===== config.mk =====
export PLATFORM = sky130hd
export DESIGN_NAME = irc_regs
export DESIGN_NICKNAME = d
export VERILOG_FILES = /design/src/hw/irc_pkg.sv /design/src/hw/irc_regs.sv
export SDC_FILE = /design/constraint.sdc
export NUM_CORES = 1
export LEC_CHECK = 0
export BUFFER_PORTS_ARGS = -buffer_cell sky130_fd_sc_hd__buf_2
export CAP_MARGIN = 25
export CORE_MARGIN = 2
export CORE_UTILIZATION = 35
export DETAILED_ROUTE_END_ITERATION = 8
export PLACE_DENSITY = 0.59
export SYNTH_ARGS = -nofsm -noshare
export SYNTH_HDL_FRONTEND = slang
export SYNTH_SLANG_ARGS = --single-unit

===== constraint.sdc =====
create_clock -name clk -period 2.3 [get_ports clk]
set_input_delay 0 -clock clk [delete_from_list [all_inputs] [get_ports clk]]
set_output_delay 0 -clock clk [all_outputs]
set_load 0.05 [all_outputs]

===== src/hw/irc_pkg.sv =====
// Package with register map, field positions and timing constants of the ident/reset/cal bank.
package irc_pkg;
   localparam int ADDR_W = 8;
   localparam int DATA_W = 8;
   localparam logic [7:0] ADDR_PART_HIGH = 8'h86;
   localparam logic [7:0] ADDR_PART_LOW_REV = 8'h87;
   localparam logic [7:0] ADDR_RESET_CAL = 8'h88;
   localparam logic [7:0] ADDR_QUICK_LOCK = 8'h89;
   localparam logic [7:0] ADDR_MON_SEL_HIGH = 8'h8a;
   localparam logic [7:0] ADDR_MON_SEL_LOW = 8'h8b;
   localparam int SOFT_RESET_BIT = 7;
   localparam int CAL_TRIGGER_BIT = 6;
   localparam int QUICK_LOCK_BIT = 0;
   localparam int MON_HIGH_IN1_BIT = 0;
   localparam int MON_HIGH_IN2_BIT = 1;
   localparam int MON_LOW_IN1_BIT = 4;
   localparam int MON_LOW_IN2_BIT = 5;
   localparam logic [7:0] MON_LOW_RESET = 8'hff;
   localparam logic [1:0] MON_SEL_RESET = 2'h3;
   localparam logic [1:0] MON_OFF = 2'h0;
   localparam logic [1:0] MON_SLOW = 2'h2;
   localparam logic [1:0] MON_NORMAL = 2'h3;
   localparam logic [7:0] ZERO_BYTE = 8'h00;
   // Soft reset is held long enough to cover the host's 10 ms quiet period.
   localparam int SOFT_RESET_MS = 10;
   localparam int CLK_KHZ = 40000;
   localparam int SOFT_RESET_CYCLES = SOFT_RESET_MS * CLK_KHZ;
   localparam int CAL_CYCLES_DEFAULT = 1024;
   localparam int CNT_W = 24;

   typedef enum logic [1:0] {
      IRC_RUN = 2'b00,
      IRC_SOFT_RESET = 2'b01,
      IRC_CALIBRATE = 2'b10
   } irc_mode_e;

   typedef struct packed {
      logic [1:0] in_one;
      logic [1:0] in_two;
   } irc_mon_sel_s;

   typedef struct packed {
      logic off;
      logic slow;
      logic normal;
   } irc_mon_mode_s;
endpackage


===== src/hw/irc_regs.sv =====
// Identification, soft reset, calibration and monitor-select register bank.
// Contract
// - Read-only 12-bit part number: bits 11:4 at 0x86, bits 3:0 high nibble of 0x87.
// - Read-only 4-bit revision code in low nibble of 0x87.
// - Writing one to soft reset bit resets all logic like the reset pin.
// - Clock outputs are disabled while soft reset is in effect.
// - Writing one to calibration trigger starts calibration; bit clears itself.
// - Calibration done is shown by lock-loss alarm going low.
// - Input frequency shift over 500 ppm may start calibration autonomously.
// - Quick-lock bit one enables dynamic loop bandwidth during acquisition.
// - Monitor selector: 00 off, 01 reserved, 10 slow, 11 normal.
// - Slow monitor detects loss more slowly and less sensitively.
// - Upper selector bits at 0x8a: input two bit 1, input one bit 0.
// - Lower selector bits at 0x8b bits 5 and 4; that register resets all ones.
// - Lock-loss status reads zero when locked, one when unlocked.
`timescale 1ns/1ps
module irc_regs
   import irc_pkg::*;
#(
   parameter logic [11:0] PART_NUMBER = 12'h0a5, // Arbitrary value.
   parameter logic [3:0] REVISION = 4'h1, // Arbitrary value.
   parameter int SOFT_RESET_HOLD = SOFT_RESET_CYCLES, // Soft reset length in cycles.
   parameter int CAL_CYCLES = CAL_CYCLES_DEFAULT // Calibration length in cycles.
) (
   input wire logic clk, // 40 MHz internal clock.
   input wire logic reset_n, // Asynchronous reset pin, active low.
   input wire logic [ADDR_W-1:0] reg_addr, // Register address.
   input wire logic [DATA_W-1:0] reg_wdata, // Write data.
   input wire logic reg_write, // Write strobe, one cycle.
   output logic [DATA_W-1:0] reg_rdata, // Read data for reg_addr.
   input wire logic freq_shift, // Pin: input moved over 500 ppm.
   output logic soft_reset_active, // Internal logic held in reset.
   output logic clock_out_enable, // Clock outputs enabled.
   output logic cal_running, // Self-calibration in progress.
   output logic lock_loss_alarm, // High while unlocked.
   output logic quick_lock_enable, // Dynamic loop bandwidth allowed.
   output irc_mon_mode_s input_one_monitor, // Decoded input one monitor mode.
   output irc_mon_mode_s input_two_monitor // Decoded input two monitor mode.
);

   typedef struct packed {
      irc_mode_e mode;
      logic [CNT_W-1:0] count;
      logic quick_lock;
      irc_mon_sel_s sel;
      logic [1:0] shift_sync;
      logic shift_seen;
      logic unlocked;
      logic [DATA_W-1:0] rdata;
   } irc_state_s;

   irc_state_s state_r;
   irc_state_s state_nxt;

   function automatic irc_mon_mode_s decode_mon(input logic [1:0] code);
      irc_mon_mode_s m;
      m.off = (code == MON_OFF);
      m.slow = (code == MON_SLOW);
      m.normal = (code == MON_NORMAL);
      return m;
   endfunction

   logic wr_ctrl;
   logic rise_shift;
   assign wr_ctrl = reg_write && (reg_addr == ADDR_RESET_CAL) && (state_r.mode != IRC_SOFT_RESET);
   assign rise_shift = state_r.shift_sync[1] && !state_r.shift_seen;

   always_comb begin
      state_nxt = state_r;
      state_nxt.shift_sync = {state_r.shift_sync[0], freq_shift};
      state_nxt.shift_seen = state_r.shift_sync[1];
      unique case (state_r.mode)
         IRC_RUN: begin
            if (rise_shift) begin
               state_nxt.mode = IRC_CALIBRATE;
               state_nxt.unlocked = 1'b1;
               state_nxt.count = '0;
            end
         end
         IRC_CALIBRATE: begin
            // Counter stands in for the analog sequence; lock follows its end.
            if (state_r.count == CNT_W'(CAL_CYCLES - 1)) begin
               state_nxt.mode = IRC_RUN;
               state_nxt.unlocked = 1'b0;
            end else begin
               state_nxt.count = state_r.count + 1'b1;
            end
         end
         IRC_SOFT_RESET: begin
            // Registers return to reset values at the end so the host sees defaults.
            if (state_r.count == CNT_W'(SOFT_RESET_HOLD - 1)) begin
               state_nxt = '0;
               state_nxt.sel = {MON_SEL_RESET, MON_SEL_RESET};
               state_nxt.unlocked = 1'b1;
            end else begin
               state_nxt.count = state_r.count + 1'b1;
            end
         end
         default: state_nxt.mode = IRC_RUN;
      endcase
      if (wr_ctrl && reg_wdata[SOFT_RESET_BIT]) begin
         state_nxt.mode = IRC_SOFT_RESET;
         state_nxt.count = '0;
      end else if (wr_ctrl && reg_wdata[CAL_TRIGGER_BIT]) begin
         state_nxt.mode = IRC_CALIBRATE;
         state_nxt.unlocked = 1'b1;
         state_nxt.count = '0;
      end
      if (reg_write && state_r.mode != IRC_SOFT_RESET) begin
         if (reg_addr == ADDR_QUICK_LOCK) begin
            state_nxt.quick_lock = reg_wdata[QUICK_LOCK_BIT];
         end
         if (reg_addr == ADDR_MON_SEL_HIGH) begin
            state_nxt.sel.in_one[1] = reg_wdata[MON_HIGH_IN1_BIT];
            state_nxt.sel.in_two[1] = reg_wdata[MON_HIGH_IN2_BIT];
         end
         if (reg_addr == ADDR_MON_SEL_LOW) begin
            state_nxt.sel.in_one[0] = reg_wdata[MON_LOW_IN1_BIT];
            state_nxt.sel.in_two[0] = reg_wdata[MON_LOW_IN2_BIT];
         end
      end
      state_nxt.rdata = ZERO_BYTE;
      unique case (reg_addr)
         ADDR_PART_HIGH: state_nxt.rdata = PART_NUMBER[11:4];
         ADDR_PART_LOW_REV: state_nxt.rdata = {PART_NUMBER[3:0], REVISION};
         ADDR_RESET_CAL: state_nxt.rdata = ZERO_BYTE;
         ADDR_QUICK_LOCK: state_nxt.rdata = {7'h00, state_r.quick_lock};
         ADDR_MON_SEL_HIGH: state_nxt.rdata = {6'h00, state_r.sel.in_two[1],
            state_r.sel.in_one[1]};
         ADDR_MON_SEL_LOW: state_nxt.rdata = {2'h3, state_r.sel.in_two[0],
            state_r.sel.in_one[0], 4'hf};
         default: state_nxt.rdata = ZERO_BYTE;
      endcase
   end

   always_ff @(posedge clk or negedge reset_n) begin
      if (!reset_n) begin
         state_r <= '0;
         state_r.sel <= {MON_SEL_RESET, MON_SEL_RESET};
         state_r.unlocked <= 1'b1;
      end else begin
         state_r <= state_nxt;
      end
   end

   assign reg_rdata = state_r.rdata;
   assign soft_reset_active = (state_r.mode == IRC_SOFT_RESET);
   assign clock_out_enable = (state_r.mode != IRC_SOFT_RESET);
   assign cal_running = (state_r.mode == IRC_CALIBRATE);
   assign lock_loss_alarm = state_r.unlocked;
   assign quick_lock_enable = state_r.quick_lock && cal_running;
   assign input_one_monitor = decode_mon(state_r.sel.in_one);
   assign input_two_monitor = decode_mon(state_r.sel.in_two);
endmodule


==> flow_summary.toml <==
[clock_tree]
clk_pin_slew_ns = 0.09
cts_buffer_depth = 2
cts.sinks = 42
cts_max_level = 2
numCtsBuffers = 5
worst_skew_pair.late_latency_ns = 0.30
cts_root_buffer = "clkbuf_8"
cts_tree = "done"

[place]
io_buffers = 36
routabilityCongestion = 0.862
place_area_um2 = 2850
placed_cells = 406
pre_cts_ws_ns = 0.110
dpl.hpwl_um = 4320

[power_and_ir_drop]
p_seq_share_pct = 36.6
power_frac_comb_pct = 40.8
powerDensity_nw_per_um2 = 717
clkPwrFrac_pct = 22.6
sw_frac_of_total_pct = 38.1
vdd_drop_max_mv = 0.375
p_sw_w = 0.000846
p_leak_nw = 1.43
internal_power_w = 0.00137

[drt]
vias = 2275
drc = 0
ant_nets = 0
wirelength_um = 6400
drt-vias-per-instance = 5.32
wire_per_inst_um = 15.0
first_iter_violations = 129
first_pass_iters = 4

[finish]
syn2layout_area_growth_pct = 23.0
final_common_cell = "dfrtp_1"
fillCellCount = 669
drive_gt1_share_pct = 25.6
antennaDiodeCount = 0
fin_area_um2 = 3100
final_cell_mix = "37 x dfrtp_1, 36 x buf_2, 26 x nand2_1, 24 x nor2_1, 20 x a22o_1"
fin_nets = 356
final_cells = 428

[logic_synthesis]
synth.avg_cell_area_um2 = 9.25
synth_nets = 297
yosys.area.top_type = "dfrtp_1"
synth_seq_cells = 42
syn_area_um2 = 2520
synth_cells = 272
synth_edf_count = 0
netlist.area_leader.share_pct = 36.8
synthArstFlopShare_pct = 100
netlist_top_cells_area = "dfrtp_1 37%, a22o_1 7.0%, dfstp_2 5.2%, nand2_1 3.9%, nor2_1 3.7%"
synth-seq-area-share_pct = 42.0
synth_top_flop_cell = "dfrtp_1"
ys_types = 47
ys_warn_count = 0

[worst_setup_path]
path_buf_inv = 1
criticalPathCategory = "reg -> reg"
crit_path_cell_trace = "nand2_1 > nor4_1 > nand3_2 > buf_4 > o21a_4 > a22o_2 > a22o_1"
critPathRequiredTime_ns = 2.50
worstSetupStartpointType = "flip-flop"
cp_top_family = "simple AND/OR/NAND/NOR gates"
slowest_stage = "dfrtp_1"
worst_ep_arrival_time_ns = 2.37
worst-path-max-fanout = 12
critPathMaxStageDelay_ns = 0.41
cp-end-kind = "flip-flop"

[die]
start_util_pct = 36.6
die_h_um = 88.8
row_count = 30
dieWidth_um = 88.8
ioPinCount = 39
dieArea_um2 = 7880
fp.coreArea_um2 = 6870

[timing]
maxSlewViolCount = 0
finalSetupTns_ns = 0
setup_ws_ns = 0.124
rsz0062_at_grt = "no"
fmax_ghz = 0.459
skew_ns = 0.0120
fin_crit_sh_pct = 94.6
setup_viol_count_final = 0
hold_violations = 0
tightest_slew_ns = 0.503
hold_ws_ns = 0.0294
maxSlewHeadroom_pct = 66.4
fin_crit_ns = 2.18

[grt]
grt_pass1_vias = 2090
use_met3_pct = 2.33
grt_pass1_wl_um = 9820
overflow = 0
grt_max_degree = 43
globalRoute.busiestLayer = "met2"
grt_antenna_before_repair = 0
grt.met1_usage_pct = 21.7
grt_usage_pct = 16.2
met2_usage_pct = 25.9

[job]
maxCapViolations = 0

[hold_path]
hp-class = "in -> reg"

[run_status]
outcome = "finished, final reports clean"
## repair_timing
| item | CTS | global route |
|---|---|---|
| hold buffers | 10 | 0 |
| setup buffers | 0 | 2 |
| hold endpoints to repair | 48 | 0 |
| endpoints found under the setup margin | 0 | 16 |
| resized for setup | 0 | 2 |
## cells by family (layout without fill, tap and decap cells)
kind of cell             Yosys count  after routing  share of synthesized area [%]
AND/OR/NAND/NOR                  131            131                           28.3
flip-flops                        42             42                           42.0
AO/OA/AOI/OAI                     67             68                           19.7
multiplexers                       6              6                           2.44
adder cells (fa/ha/maj)            5              5                           2.49
buffers and inverters             21             80                           5.02
## final timing paths
check	startpoint	to	slack, ns	cells after the start
min in group asynchronous	reset_n	state_r[42]$_DFFE_PN0P_	0.21	2
max in group asynchronous	reset_n	state_r[19]$_DFFE_PN0P_	1.61	3
hold / removal	reg_addr[3]	reg_rdata[2]$_DFF_PN0_	0.03	3
setup / recovery	state_r[35]$_DFFE_PN0P_	state_r[27]$_DFFE_PN0P_	0.12	7
hold reg to reg	state_r[10]$_DFF_PN0_	state_r[11]$_DFF_PN0_	0.45	1
setup reg to reg	state_r[35]$_DFFE_PN0P_	state_r[27]$_DFFE_PN0P_	0.12	7
## worst reg2reg max path, delay by kind of cell, from the launching register on
kind,cells,cell delay (ns)
buffers and inverters,1,0.20
DFF,1,0.41
AOI/OAI and AO/OA,3,0.70
and+or+nand+nor,3,0.76
## cell usage after synthesis, types with 2 or more instances
| master | number |
|---|---|
| a21o_1 | 3 |
| a21oi_1 | 11 |
| a22o_1 | 20 |
| a22o_2 | 2 |
| a31oi_1 | 2 |
| and2_1 | 10 |
| and3_1 | 9 |
| and4_1 | 2 |
| buf_2 | 5 |
| buf_4 | 9 |
| dfrtp_1 | 37 |
| dfstp_2 | 5 |
| ha_1 | 5 |
| inv_1 | 6 |
| mux2i_1 | 5 |
| nand2_1 | 26 |
| nand2b_1 | 4 |
| nand3_1 | 18 |
| nand4_1 | 4 |
| nor2_1 | 25 |
| nor2b_1 | 10 |
| nor3_1 | 7 |
| nor4_1 | 5 |
| o21ai_0 | 7 |
| o22ai_1 | 12 |
| or4_1 | 2 |
## layout make-up
cell class	instances	area (um2)	share of cell area, %
repair buffers	66	450	14.6
clock inverters	1	5.00	0.162
inverters	6	22.5	0.728
well taps	96	120	3.88
multi-input cells	210	1350	43.7
flip-flops and latches	42	1060	34.2
clock buffers	7	86.3	2.79
## stage by stage
stage          power [W]  utilization [%]
2_1_floorplan    0.00145                -
3_3_place_gp     0.00166             41.4
3_5_place_dp     0.00167             41.4
4_1_cts          0.00219             44.2
5_1_grt          0.00233             45.1
6_report         0.00222             45.1
## flip-flops by register name, summed over array words and instances, names as in the netlist
| name | cells |
|---|---|
| state_r | 34 |
| reg_rdata | 7 |
| lock_loss_alarm | 1 |
## power groups by stage
stage	registers (W)	logic (W)	clock network, W
after detailed placement	0.000826	0.000842	0
final	0.000812	0.000905	0.000502
after floorplan	0.000852	0.000594	0
after global routing	0.000817	0.000975	0.000540
after global placement	0.000824	0.000831	0
after CTS	0.000812	0.000859	0.000520
## routing by layer
layer	vias up	wire (um)
li1	1116	-
met1	1091	3020
met2	62	2980
met3	6	316
met4	0	84
met5	-	0
Power figures use the tool's default switching activity.
